<file path="src/logic/cla_pkg.sv">
// package: constants and types shared by the control location arbiter
`default_nettype none

package cla_pkg;

   // ----------------------------------------------------------------
   // widths
   // ----------------------------------------------------------------
   localparam int unsigned CLA_SET_W  = 16;
   localparam int unsigned CLA_WD_W   = 32;
   localparam int unsigned CLA_STAT_W = 8;
   localparam int unsigned CLA_SYNC_N = 3;

   // ----------------------------------------------------------------
   // reset values
   // ----------------------------------------------------------------
   localparam logic [CLA_SET_W-1:0]  CLA_SET_RST  = 16'h0000;
   localparam logic [CLA_WD_W-1:0]   CLA_WD_RST   = 32'h0000_0000;
   localparam logic [CLA_SYNC_N-1:0] CLA_REM_RST  = 3'h7;
   localparam logic [CLA_SYNC_N-1:0] CLA_SB_RST   = 3'h0;

   // ----------------------------------------------------------------
   // status word field positions
   // ----------------------------------------------------------------
   localparam int unsigned CLA_ST_LOC_LSB  = 0;
   localparam int unsigned CLA_ST_OUT      = 2;
   localparam int unsigned CLA_ST_LOCAL    = 3;
   localparam int unsigned CLA_ST_SB       = 4;
   localparam int unsigned CLA_ST_MODE_LSB = 5;
   localparam int unsigned CLA_ST_ALARM    = 7;

   // ----------------------------------------------------------------
   // enumerations
   // ----------------------------------------------------------------
   typedef enum logic [1:0] {
      CLA_LOC_MANUAL  = 2'b00,
      CLA_LOC_ANALOG  = 2'b01,
      CLA_LOC_DIGITAL = 2'b10,
      CLA_LOC_LOCAL   = 2'b11
   } cla_loc_t;

   typedef enum logic [1:0] {
      CLA_SEL_U = 2'b00,
      CLA_SEL_I = 2'b01,
      CLA_SEL_P = 2'b10
   } cla_sel_t;

endpackage : cla_pkg

`default_nettype wire

</file>
<file path="src/logic/cla_wdog.sv">
// communication watchdog for the digital remote interface
`default_nettype none

module cla_wdog
   import cla_pkg::*;
(
   // clock and reset
   input  wire logic                sys_clk,
   input  wire logic                arst_n,
   input  wire logic                clk_en,
   // control
   input  wire logic                active,
   input  wire logic                msg_rx,
   input  wire logic [CLA_WD_W-1:0] timeout,
   // event
   output logic                     expire
);

   typedef struct packed {
      logic [CLA_WD_W-1:0] cnt;
      logic [CLA_WD_W-1:0] tc;
      logic                exp;
   } cla_wd_state_t;

   cla_wd_state_t st_ff;
   cla_wd_state_t nxt_st;

   // ----------------------------------------------------------------
   // next state
   // ----------------------------------------------------------------
   always_comb begin
      nxt_st     = st_ff;
      nxt_st.exp = 1'b0;
      if (!active) begin
         // idle: hold cleared and let a new timeout load freely
         nxt_st.cnt = CLA_WD_RST;
         nxt_st.tc  = timeout;
      end else if (msg_rx) begin
         nxt_st.cnt = CLA_WD_RST;                              // [RULE12]
      end else if ((s_next_cnt(st_ff.cnt)) >= st_ff.tc) begin
         nxt_st.exp = 1'b1;                                    // [RULE22]
         nxt_st.cnt = CLA_WD_RST;
         // a changed timeout is only picked up once a period has run out
         nxt_st.tc  = timeout;                                 // [RULE20]
      end else begin
         nxt_st.cnt = s_next_cnt(st_ff.cnt);                   // [RULE22]
      end
   end

   function automatic logic [CLA_WD_W-1:0] s_next_cnt(input logic [CLA_WD_W-1:0] c);
      s_next_cnt = c + 1'b1;
   endfunction : s_next_cnt

   // ----------------------------------------------------------------
   // state register
   // ----------------------------------------------------------------
   always_ff @(posedge sys_clk or negedge arst_n) begin
      if (!arst_n) begin
         st_ff <= '{cnt: CLA_WD_RST, tc: CLA_WD_RST, exp: 1'b0};
      end else if (clk_en) begin
         st_ff <= nxt_st;
      end
   end

   assign expire = st_ff.exp;

endmodule : cla_wdog

`default_nettype wire

</file>
<file path="src/logic/cla_arbiter.sv">
// control location arbiter: owner of control, output switching, watchdog use
//
// Operation
// [RULE1] only one remote port, analog or digital, holds control at a time
// [RULE2] digital remote request during analog remote is refused with an error
// [RULE3] during digital remote, the analog takeover pin is ignored
// [RULE4] status queries and readback are served in every control location
// [RULE5] manual control accepts takeover from both analog and digital sides
// [RULE6] local lock refuses all remote control, front panel only
// [RULE7] remote-inhibit setting forces local lock and shows it
// [RULE8] local lock ends digital remote at once; host must request again
// [RULE9] local lock suspends analog remote; it resumes if pin still asserts
// [RULE10] entering remote keeps current voltage, current and power set values; analog remote instead loads them from the analog pins each cycle
// [RULE11] watchdog runs only while digital remote control is active
// [RULE12] every received message restarts the watchdog
// [RULE13] watchdog expiry leaves remote and returns to manual control
// [RULE14] on expiry output goes off or stays on per configuration
// [RULE15] panel button toggles output unless alarm blocks or remote is active
// [RULE16] green indicator for output on, red for output off
// [RULE17] locked panel blocks manual switching and prompts for unlock
// [RULE18] standby inhibit pin may block enabling output, with a notice
// [RULE19] active regulation mode is always shown in the alternative layout
// [RULE20] new watchdog timeout applies only after the running period ends
// [RULE21] watchdog enable may change at any time
// [RULE22] watchdog counts clock ticks to a terminal count, one-cycle expiry
`default_nettype none

module cla_arbiter
   import cla_pkg::*;
(
   // clock and reset
   input  wire logic                  sys_clk,
   input  wire logic                  arst_n,
   input  wire logic                  clk_en,
   // analog interface pins
   input  wire logic                  ana_takeover_n,
   input  wire logic                  standby_inhibit_pin,
   input  wire logic [CLA_SET_W-1:0]  ana_set_u,
   input  wire logic [CLA_SET_W-1:0]  ana_set_i,
   input  wire logic [CLA_SET_W-1:0]  ana_set_p,
   // digital interface requests
   input  wire logic                  dig_msg_rx,
   input  wire logic                  dig_remote_req,
   input  wire logic                  dig_remote_exit,
   input  wire logic                  dig_out_on,
   input  wire logic                  dig_out_off,
   input  wire logic                  dig_set_wr,
   input  wire logic                  dig_query,
   // front panel
   input  wire logic                  front_panel_onoff,
   input  wire logic                  front_panel_locked,
   input  wire logic                  front_panel_set_wr,
   // shared set value write data
   input  wire logic [1:0]            set_sel,
   input  wire logic [CLA_SET_W-1:0]  set_data,
   // configuration
   input  wire logic                  cfg_allow_remote,
   input  wire logic                  cfg_keep_out_after_remote,
   input  wire logic                  cfg_sb_inhibit_en,
   input  wire logic                  cfg_wdog_en,
   input  wire logic [CLA_WD_W-1:0]   cfg_wdog_timeout,
   // device condition
   input  wire logic                  alarm_block,
   input  wire logic [1:0]            reg_mode,
   // control location and errors
   output logic [1:0]                 ctrl_loc,
   output logic                       local_shown,
   output logic                       dig_err,
   output logic                       wdog_expired,
   // readback
   output logic                       dig_ack,
   output logic [CLA_STAT_W-1:0]      dig_status,
   output logic [CLA_STAT_W-1:0]      ana_status,
   // output stage and indicators
   output logic                       output_on,
   output logic                       led_green,
   output logic                       led_red,
   output logic                       unlock_prompt,
   output logic                       sb_notice,
   output logic [1:0]                 reg_mode_shown,
   // active set values
   output logic [CLA_SET_W-1:0]       set_u,
   output logic [CLA_SET_W-1:0]       set_i,
   output logic [CLA_SET_W-1:0]       set_p
);

   // ----------------------------------------------------------------
   // state
   // ----------------------------------------------------------------
   typedef struct packed {
      logic [CLA_SYNC_N-1:0] rem_sync;
      logic                  rem_lvl;
      logic [CLA_SYNC_N-1:0] sb_sync;
      logic                  sb_lvl;
      cla_loc_t              loc;
      logic                  out_on;
      logic [CLA_SET_W-1:0]  set_u;
      logic [CLA_SET_W-1:0]  set_i;
      logic [CLA_SET_W-1:0]  set_p;
      logic                  dig_err;
      logic                  dig_ack;
      logic [CLA_STAT_W-1:0] dig_status;
      logic [CLA_STAT_W-1:0] ana_status;
      logic                  unlock_prompt;
      logic                  sb_notice;
      logic                  wd_exp;
      logic                  led_green;
      logic                  led_red;
      logic [1:0]            mode_shown;
      logic                  loc_shown;
   } cla_state_t;

   cla_state_t st_ff;
   cla_state_t nxt_st;

   logic wd_active;
   logic wd_expire;
   logic analog_wants;
   logic sb_blocks;
   logic on_req;
   logic off_req;
   logic set_wr;

   // ----------------------------------------------------------------
   // helpers
   // ----------------------------------------------------------------
   // a synchronised pin level moves only once the last two stages agree
   function automatic logic s_filter(input logic [CLA_SYNC_N-1:0] s, input logic cur);
      s_filter = (s[2] == s[1]) ? s[2] : cur;
   endfunction : s_filter

   // one set value takes the write data when it is the selected one
   function automatic logic [CLA_SET_W-1:0] s_set_upd(
      input logic [CLA_SET_W-1:0] cur,
      input logic                 wr,
      input logic [1:0]           sel,
      input cla_sel_t             mine,
      input logic [CLA_SET_W-1:0] data);
      s_set_upd = (wr && (sel == mine)) ? data : cur;
   endfunction : s_set_upd

   function automatic logic [CLA_STAT_W-1:0] s_status(
      input cla_loc_t   loc,
      input logic       out_on,
      input logic       sb,
      input logic [1:0] mode,
      input logic       alarm);
      logic [CLA_STAT_W-1:0] w;
      w = '0;
      w[CLA_ST_LOC_LSB +: 2]  = loc;
      w[CLA_ST_OUT]           = out_on;
      w[CLA_ST_LOCAL]         = (loc == CLA_LOC_LOCAL);
      w[CLA_ST_SB]            = sb;
      w[CLA_ST_MODE_LSB +: 2] = mode;
      w[CLA_ST_ALARM]         = alarm;
      s_status = w;
   endfunction : s_status

   // ----------------------------------------------------------------
   // watchdog
   // ----------------------------------------------------------------
   // enable is sampled live, so software may flip it at any moment
   assign wd_active = (st_ff.loc == CLA_LOC_DIGITAL) && cfg_wdog_en;   // [RULE11] [RULE21]

   cla_wdog u_wdog (
      .sys_clk (sys_clk),
      .arst_n  (arst_n),
      .clk_en  (clk_en),
      .active  (wd_active),
      .msg_rx  (dig_msg_rx),          // [RULE12]
      .timeout (cfg_wdog_timeout),
      .expire  (wd_expire)
   );

   // ----------------------------------------------------------------
   // decoded conditions
   // ----------------------------------------------------------------
   assign analog_wants = st_ff.rem_lvl == 1'b0;
   // standby inhibit acts in manual, digital remote and local lock operation, not in analog remote
   assign sb_blocks = cfg_sb_inhibit_en && st_ff.sb_lvl &&
                      (st_ff.loc != CLA_LOC_ANALOG);                   // [RULE18]
   assign on_req  = dig_out_on  && (st_ff.loc == CLA_LOC_DIGITAL);
   assign off_req = dig_out_off && (st_ff.loc == CLA_LOC_DIGITAL);
   assign set_wr  = (front_panel_set_wr && (st_ff.loc[1] == st_ff.loc[0])) ||
                    (dig_set_wr && (st_ff.loc == CLA_LOC_DIGITAL));

   // ----------------------------------------------------------------
   // next state
   // ----------------------------------------------------------------
   always_comb begin
      nxt_st               = st_ff;
      nxt_st.dig_err       = 1'b0;
      nxt_st.dig_ack       = 1'b0;
      nxt_st.unlock_prompt = 1'b0;
      nxt_st.wd_exp        = wd_expire && (st_ff.loc == CLA_LOC_DIGITAL);

      // pin synchronisers; stage 0 feeds only stage 1
      nxt_st.rem_sync = {st_ff.rem_sync[1:0], ana_takeover_n};
      nxt_st.sb_sync  = {st_ff.sb_sync[1:0], standby_inhibit_pin};
      nxt_st.rem_lvl  = s_filter(st_ff.rem_sync, st_ff.rem_lvl);
      nxt_st.sb_lvl   = s_filter(st_ff.sb_sync, st_ff.sb_lvl);

      // control location
      unique case (st_ff.loc)
         CLA_LOC_MANUAL: begin
            if (!cfg_allow_remote) begin
               nxt_st.loc = CLA_LOC_LOCAL;                            // [RULE7]
               if (dig_remote_req) begin
                  nxt_st.dig_err = 1'b1;                              // [RULE6]
               end
            end else if (analog_wants) begin
               // analog has the pin level already; a digital bid loses
               nxt_st.loc = CLA_LOC_ANALOG;                           // [RULE5] [RULE1]
               if (dig_remote_req) begin
                  nxt_st.dig_err = 1'b1;                              // [RULE2]
               end
            end else if (dig_remote_req) begin
               nxt_st.loc = CLA_LOC_DIGITAL;                          // [RULE5]
            end
         end
         CLA_LOC_ANALOG: begin
            if (dig_remote_req) begin
               nxt_st.dig_err = 1'b1;                                 // [RULE2] [RULE1]
            end
            if (!cfg_allow_remote) begin
               nxt_st.loc = CLA_LOC_LOCAL;                            // [RULE9]
            end else if (!analog_wants) begin
               nxt_st.loc = CLA_LOC_MANUAL;
            end
         end
         CLA_LOC_DIGITAL: begin
            // the analog pin is not looked at here at all
            if (!cfg_allow_remote) begin
               nxt_st.loc = CLA_LOC_LOCAL;                            // [RULE8] [RULE3]
            end else if (wd_expire || dig_remote_exit) begin
               nxt_st.loc = CLA_LOC_MANUAL;                           // [RULE13]
            end
         end
         CLA_LOC_LOCAL: begin
            if (dig_remote_req) begin
               nxt_st.dig_err = 1'b1;                                 // [RULE6]
            end
            // a suspended analog session resumes straight away on release
            if (cfg_allow_remote) begin
               nxt_st.loc = analog_wants ? CLA_LOC_ANALOG : CLA_LOC_MANUAL;  // [RULE9]
            end
         end
      endcase

      // digital output and set value commands outside digital remote are refused
      if ((dig_out_on || dig_out_off || dig_set_wr) && (st_ff.loc != CLA_LOC_DIGITAL)) begin
         nxt_st.dig_err = 1'b1;                                       // [RULE6]
      end

      // set values: analog remote loads them from the analog pins each cycle; elsewhere nothing is reloaded on a change of owner
      if (st_ff.loc == CLA_LOC_ANALOG) begin
         nxt_st.set_u = ana_set_u;
         nxt_st.set_i = ana_set_i;
         nxt_st.set_p = ana_set_p;
      end else begin
         nxt_st.set_u = s_set_upd(st_ff.set_u, set_wr,
                                  set_sel, CLA_SEL_U, set_data);      // [RULE10]
         nxt_st.set_i = s_set_upd(st_ff.set_i, set_wr,
                                  set_sel, CLA_SEL_I, set_data);      // [RULE10]
         nxt_st.set_p = s_set_upd(st_ff.set_p, set_wr,
                                  set_sel, CLA_SEL_P, set_data);      // [RULE10]
      end

      // output switching
      if (st_ff.loc == CLA_LOC_ANALOG) begin
         // under analog remote the standby pin itself drives on and off
         nxt_st.out_on = !st_ff.sb_lvl && !alarm_block;
      end else if ((st_ff.loc == CLA_LOC_DIGITAL) && wd_expire) begin
         if (!cfg_keep_out_after_remote) begin
            nxt_st.out_on = 1'b0;                                     // [RULE14]
         end
      end else if (on_req && !alarm_block && !sb_blocks) begin
         nxt_st.out_on = 1'b1;                                        // [RULE18]
      end else if (off_req) begin
         nxt_st.out_on = 1'b0;
      end else if (front_panel_onoff) begin
         if (front_panel_locked) begin
            nxt_st.unlock_prompt = 1'b1;                              // [RULE17]
         end else if (!alarm_block && (st_ff.loc[1] == st_ff.loc[0])) begin
            // manual or local only; turning on may still be inhibited
            if (st_ff.out_on) begin
               nxt_st.out_on = 1'b0;                                  // [RULE15]
            end else if (!sb_blocks) begin
               nxt_st.out_on = 1'b1;                                  // [RULE15] [RULE18]
            end
         end
      end

      // notice is a level so the display can hold it while the pin blocks
      nxt_st.sb_notice = sb_blocks;                                   // [RULE18]

      // indicators take the next output state, so they change on the same edge as the output
      nxt_st.led_green = nxt_st.out_on;                               // [RULE16]
      nxt_st.led_red   = !nxt_st.out_on;                              // [RULE16]

      // mode is shown regardless of which pair of values is on screen
      nxt_st.mode_shown = reg_mode;                                   // [RULE19]
      nxt_st.loc_shown  = (nxt_st.loc == CLA_LOC_LOCAL);              // [RULE7]

      // readback keeps running whoever owns control
      nxt_st.ana_status = s_status(st_ff.loc, st_ff.out_on, sb_blocks, reg_mode,
                                   alarm_block);                      // [RULE4]
      if (dig_query) begin
         nxt_st.dig_ack    = 1'b1;                                    // [RULE4]
         nxt_st.dig_status = s_status(st_ff.loc, st_ff.out_on, sb_blocks, reg_mode,
                                      alarm_block);
      end
   end

   // ----------------------------------------------------------------
   // state register
   // ----------------------------------------------------------------
   always_ff @(posedge sys_clk or negedge arst_n) begin
      if (!arst_n) begin
         st_ff <= '{rem_sync:      CLA_REM_RST,
                    rem_lvl:       1'b1,
                    sb_sync:       CLA_SB_RST,
                    sb_lvl:        1'b0,
                    loc:           CLA_LOC_MANUAL,
                    out_on:        1'b0,
                    set_u:         CLA_SET_RST,
                    set_i:         CLA_SET_RST,
                    set_p:         CLA_SET_RST,
                    dig_err:       1'b0,
                    dig_ack:       1'b0,
                    dig_status:    '0,
                    ana_status:    '0,
                    unlock_prompt: 1'b0,
                    sb_notice:     1'b0,
                    wd_exp:        1'b0,
                    led_green:     1'b0,
                    led_red:       1'b1,
                    mode_shown:    2'h0,
                    loc_shown:     1'b0};
      end else if (clk_en) begin
         st_ff <= nxt_st;
      end
   end

   // ----------------------------------------------------------------
   // outputs
   // ----------------------------------------------------------------
   assign ctrl_loc       = st_ff.loc;
   assign local_shown    = st_ff.loc_shown;                            // [RULE7]
   assign dig_err        = st_ff.dig_err;
   assign wdog_expired   = st_ff.wd_exp;
   assign dig_ack        = st_ff.dig_ack;
   assign dig_status     = st_ff.dig_status;
   assign ana_status     = st_ff.ana_status;
   assign output_on      = st_ff.out_on;
   assign led_green      = st_ff.led_green;
   assign led_red        = st_ff.led_red;
   assign unlock_prompt  = st_ff.unlock_prompt;
   assign sb_notice      = st_ff.sb_notice;
   assign reg_mode_shown = st_ff.mode_shown;
   assign set_u          = st_ff.set_u;
   assign set_i          = st_ff.set_i;
   assign set_p          = st_ff.set_p;

endmodule : cla_arbiter

`default_nettype wire

</file>
<file path="config.mk">
export PLATFORM = sky130hd
export DESIGN_NAME = cla_arbiter
export DESIGN_NICKNAME = d
export VERILOG_FILES = /design/src/logic/cla_pkg.sv /design/src/logic/cla_wdog.sv /design/src/logic/cla_arbiter.sv
export SDC_FILE = /design/constraint.sdc
export NUM_CORES = 1
export LEC_CHECK = 0
export ABC_AREA = 0
export BUFFER_PORTS_ARGS = -buffer_cell sky130_fd_sc_hd__buf_4
export CAP_MARGIN = 20
export CORE_MARGIN = 4
export CORE_UTILIZATION = 56
export CTS_CLUSTER_SIZE = 24
export DETAILED_ROUTE_END_ITERATION = 10
export GPL_ROUTABILITY_DRIVEN = 0
export MAX_ROUTING_LAYER = met4
export PLACE_DENSITY = 0.87
export SLEW_MARGIN = 25
export SYNTH_ARGS = -nofsm -noshare
export SYNTH_HDL_FRONTEND = slang
export SYNTH_HIERARCHICAL = 1
export SYNTH_SLANG_ARGS = --single-unit
</file>
<file path="constraint.sdc">
create_clock -name sys_clk -period 4.62 [get_ports sys_clk]
set_input_delay 0.231 -clock sys_clk [delete_from_list [all_inputs] [get_ports sys_clk]]
set_output_delay 0.231 -clock sys_clk [all_outputs]
set_load 0.03 [all_outputs]
</file>
==> reports/qor.txt <==
most numerous cell in the Yosys netlist: dfrtp_1
largest net degree at the start of global routing: 76
Final min period: 4.25 ns
via count of the first global-routing pass: 7320
Cells after Synth: 939
placed insts: 1243
drt pass-1 iters: 7
register area share after synthesis: 40.2%
cell depth of the worst setup path: 12
Worst path max stage delay: 0.61 ns
Crit-path slowest cell: or4b_4
Rel. slew slack: 33.3%
Buf+Inv Stages, Crit Path: 0
FP Rows: 46
non-filler instance count after layout: 1276
FFs w/ async S/R, synth: 100%
Max FO, Critical Path: 27
Remaining DRCs: 0
sequential cell area: 0.00366 mm²
Yosys top cell by area: dfrtp_1
worst reg2reg startpoint: u_wdog/st_ff[40]
r2r setup slk: 0.37 ns
die width: 136 µm
PD cells: 556 mW/mm²
CP Class: flop to flop
clk slew on worst S/H paths: 0.07 ns
I/O pins: 197
synthesized area per cell: 9.70 µm²
CTS HTree Levels: 4
cell chosen for the clock root: clkbuf_16
Post-Route WL: 23.5 mm
most common library cells after synthesis: dfrtp_1, inv_1, buf_4
Post-Syn Nets: 1098
total gr overflow: 0
Tot Pwr: 5.97 mW
ANT nets after route: 0
top post-synthesis cells by area: dfrtp_1, buf_4, mux2i_1
WL/cell: 18.4 µm
Multi-input gate area: 0.00431 mm²
Yosys top cell area share: 38.7%
DRT iter0 DRCs: 725
count of antenna diodes in the layout: 0
CTS tree: yes
Primary FF master, synth: dfrtp_1
synthesis-to-layout area growth: 17.9%
clk_lat worst skew: 0.43 ns
Synth Cell Area: 0.00911 mm²
worst setup path end: u_wdog/st_ff[58]
initial antenna violation count: 0
cell chain of the critical path: nand3_2 -> or4b_4 -> nor4_4 -> nand3_1 -> xnor2_2 -> ha_1 -> nand4_1 -> nor3_1 -> a221o_1 -> or3_1 -> nor2_4 -> a22o_1
PortBufs: 196
CP delay by family, top: simple AND/OR/NAND/NOR gates
# nets final: 1206
Worst Setup SP: u_wdog/st_ff[40]
min-delay worst type: input pin to flop
Worst Max-Slew Pin Slew: 1.00 ns
worst-case clock buffer depth: 2
core area: 0.0159 mm²
setup TNS: 0 ns
Initial Util: 57.3%
Die ar.: 0.0184 mm²
status: finished, final reports clean
Yosys cell types: 71
Worst Setup End Kind: flop
hpwl dp: 16.4 mm
final period utilization: 92.0%
CTS buffer count: 17
filler cell count: 1177
first-pass GRT wire length: 37.2 mm
EDFF count, synth: 0
r2r endpoint: u_wdog/st_ff[58]
Leakage: 5.22 nW
YS warnings: 6
unrepaired setup endpoints after global routing: false
CP Data Arrival Time: 4.60 ns
Via Count: 7549
Final Skew: 0.0128 ns
Startpoint Class: flop
all-layer global routing usage: 26.0%
synthesized flop and latch total: 146
fin. max-slew vios: 0
clock sink total: 146
Max VDD drop: 277 µV
R2R depth: 12
FMAX: 235 MHz
Final Hold Fails: 0
maxcap violations: 0
Die Height: 136 µm
layout cells sized above 1: 26.6%
Setup Fix Bufs, Post-CTS: 0
critical path required time: 4.97 ns
final setup fails: 0
vias per inst: 5.92
state kept, by name (all words and copies together), names as in the netlist, 2 cells and up:
signal and cells:
u_wdog/st_ff 64, set_i 16, set_p 16, set_u 16, ana_status 8, dig_status 8, nxt_st 4, st_ff 4
ctrl_loc 2
layer usage:
metal  GRT usage, %  part of all wire [%]  vias up
met2           42.5                    50      306
met5              -                     0        -
met1           32.4                    41     3676
met4           9.18                   2.8        0
met3           5.13                   6.8       46
li1               -                     -     3521
power by group:
group,switching [mW],leakage [nW],internal (mW)
Combinational,1.61,3.18,1.01
Sequential,0.275,1.76,1.70
Clock,0.595,0.279,0.772
final cells by class:
| type | count | area share, % |
|---|---|---|
| clock inverters | 14 | 1.32 |
| flip-flops and latches | 146 | 34.1 |
| clock buffers | 18 | 4.09 |
| multi-input cells | 580 | 40.1 |
| well taps | 216 | 2.52 |
| inverters | 94 | 3.29 |
| repair buffers | 208 | 14.6 |
worst min path at each step:
stage / endpoint / depth (start not counted) / startpoint / slack [ns]
final: dig_status[6] / 2 / reg_mode[1] / 0.03
after detailed placement: dig_status[4] / 1 / arst_n / 0.31
after global placement: ana_status[1] / 1 / arst_n / 0.30
after CTS: dig_status[6] / 2 / reg_mode[1] / 0.02
after floorplan: ana_status[0] / 0 / arst_n / -0.06
after global routing: dig_status[6] / 2 / reg_mode[1] / 0.03
what timing repair did:
action,CTS,global route
resized for setup,0,0
hold buffers,1,0
hold endpoints to repair,68,0
cell usage in the layout (no fill, tap or decap), drive strengths merged, types with 4 or more instances in the layout:
cell     instances
a211oi           4
a21o             4
a21oi           69
a222oi          32
a22o            28
and2            34
and4             5
buf            207
clkbuf          18
dfrtp          141
dfstp            5
ha              39
inv            102
mux2            15
mux2i           49
nand2           65
nand2b           4
nand3           51
nand4           11
nor2            15
nor2b           17
nor3             7
nor4             5
o21ai           22
o2bb2ai          4
or2              4
or4             32
xnor2           20
xor2             9
logic make-up (layout without fill, tap and decap cells):
logic type / count (synthesis) / in the layout / share of synthesized area [%]
mux: 64 / 64 / 7.24
simple gates: 260 / 260 / 16.4
fa+ha+maj: 39 / 39 / 5.36
xor+xnor: 29 / 29 / 3.12
compound gates: 188 / 188 / 14.9
buf+inv: 213 / 334 / 12.8
flops: 146 / 146 / 40.2
through the flow:
stage               worst slack, ns  area [µm²]  hold WS (ns)  utilization (%)
floorplan                     0.947        9110       -0.0646                -
global placement              0.531       10100         0.301             63.9
detailed placement            0.480       10100         0.307             63.9
CTS                           0.452       10700        0.0170             67.6
global route                  0.141       10700        0.0258             67.6
finish                        0.370       10700        0.0272             67.6
Note: power is estimated with default switching activity, not from simulation.
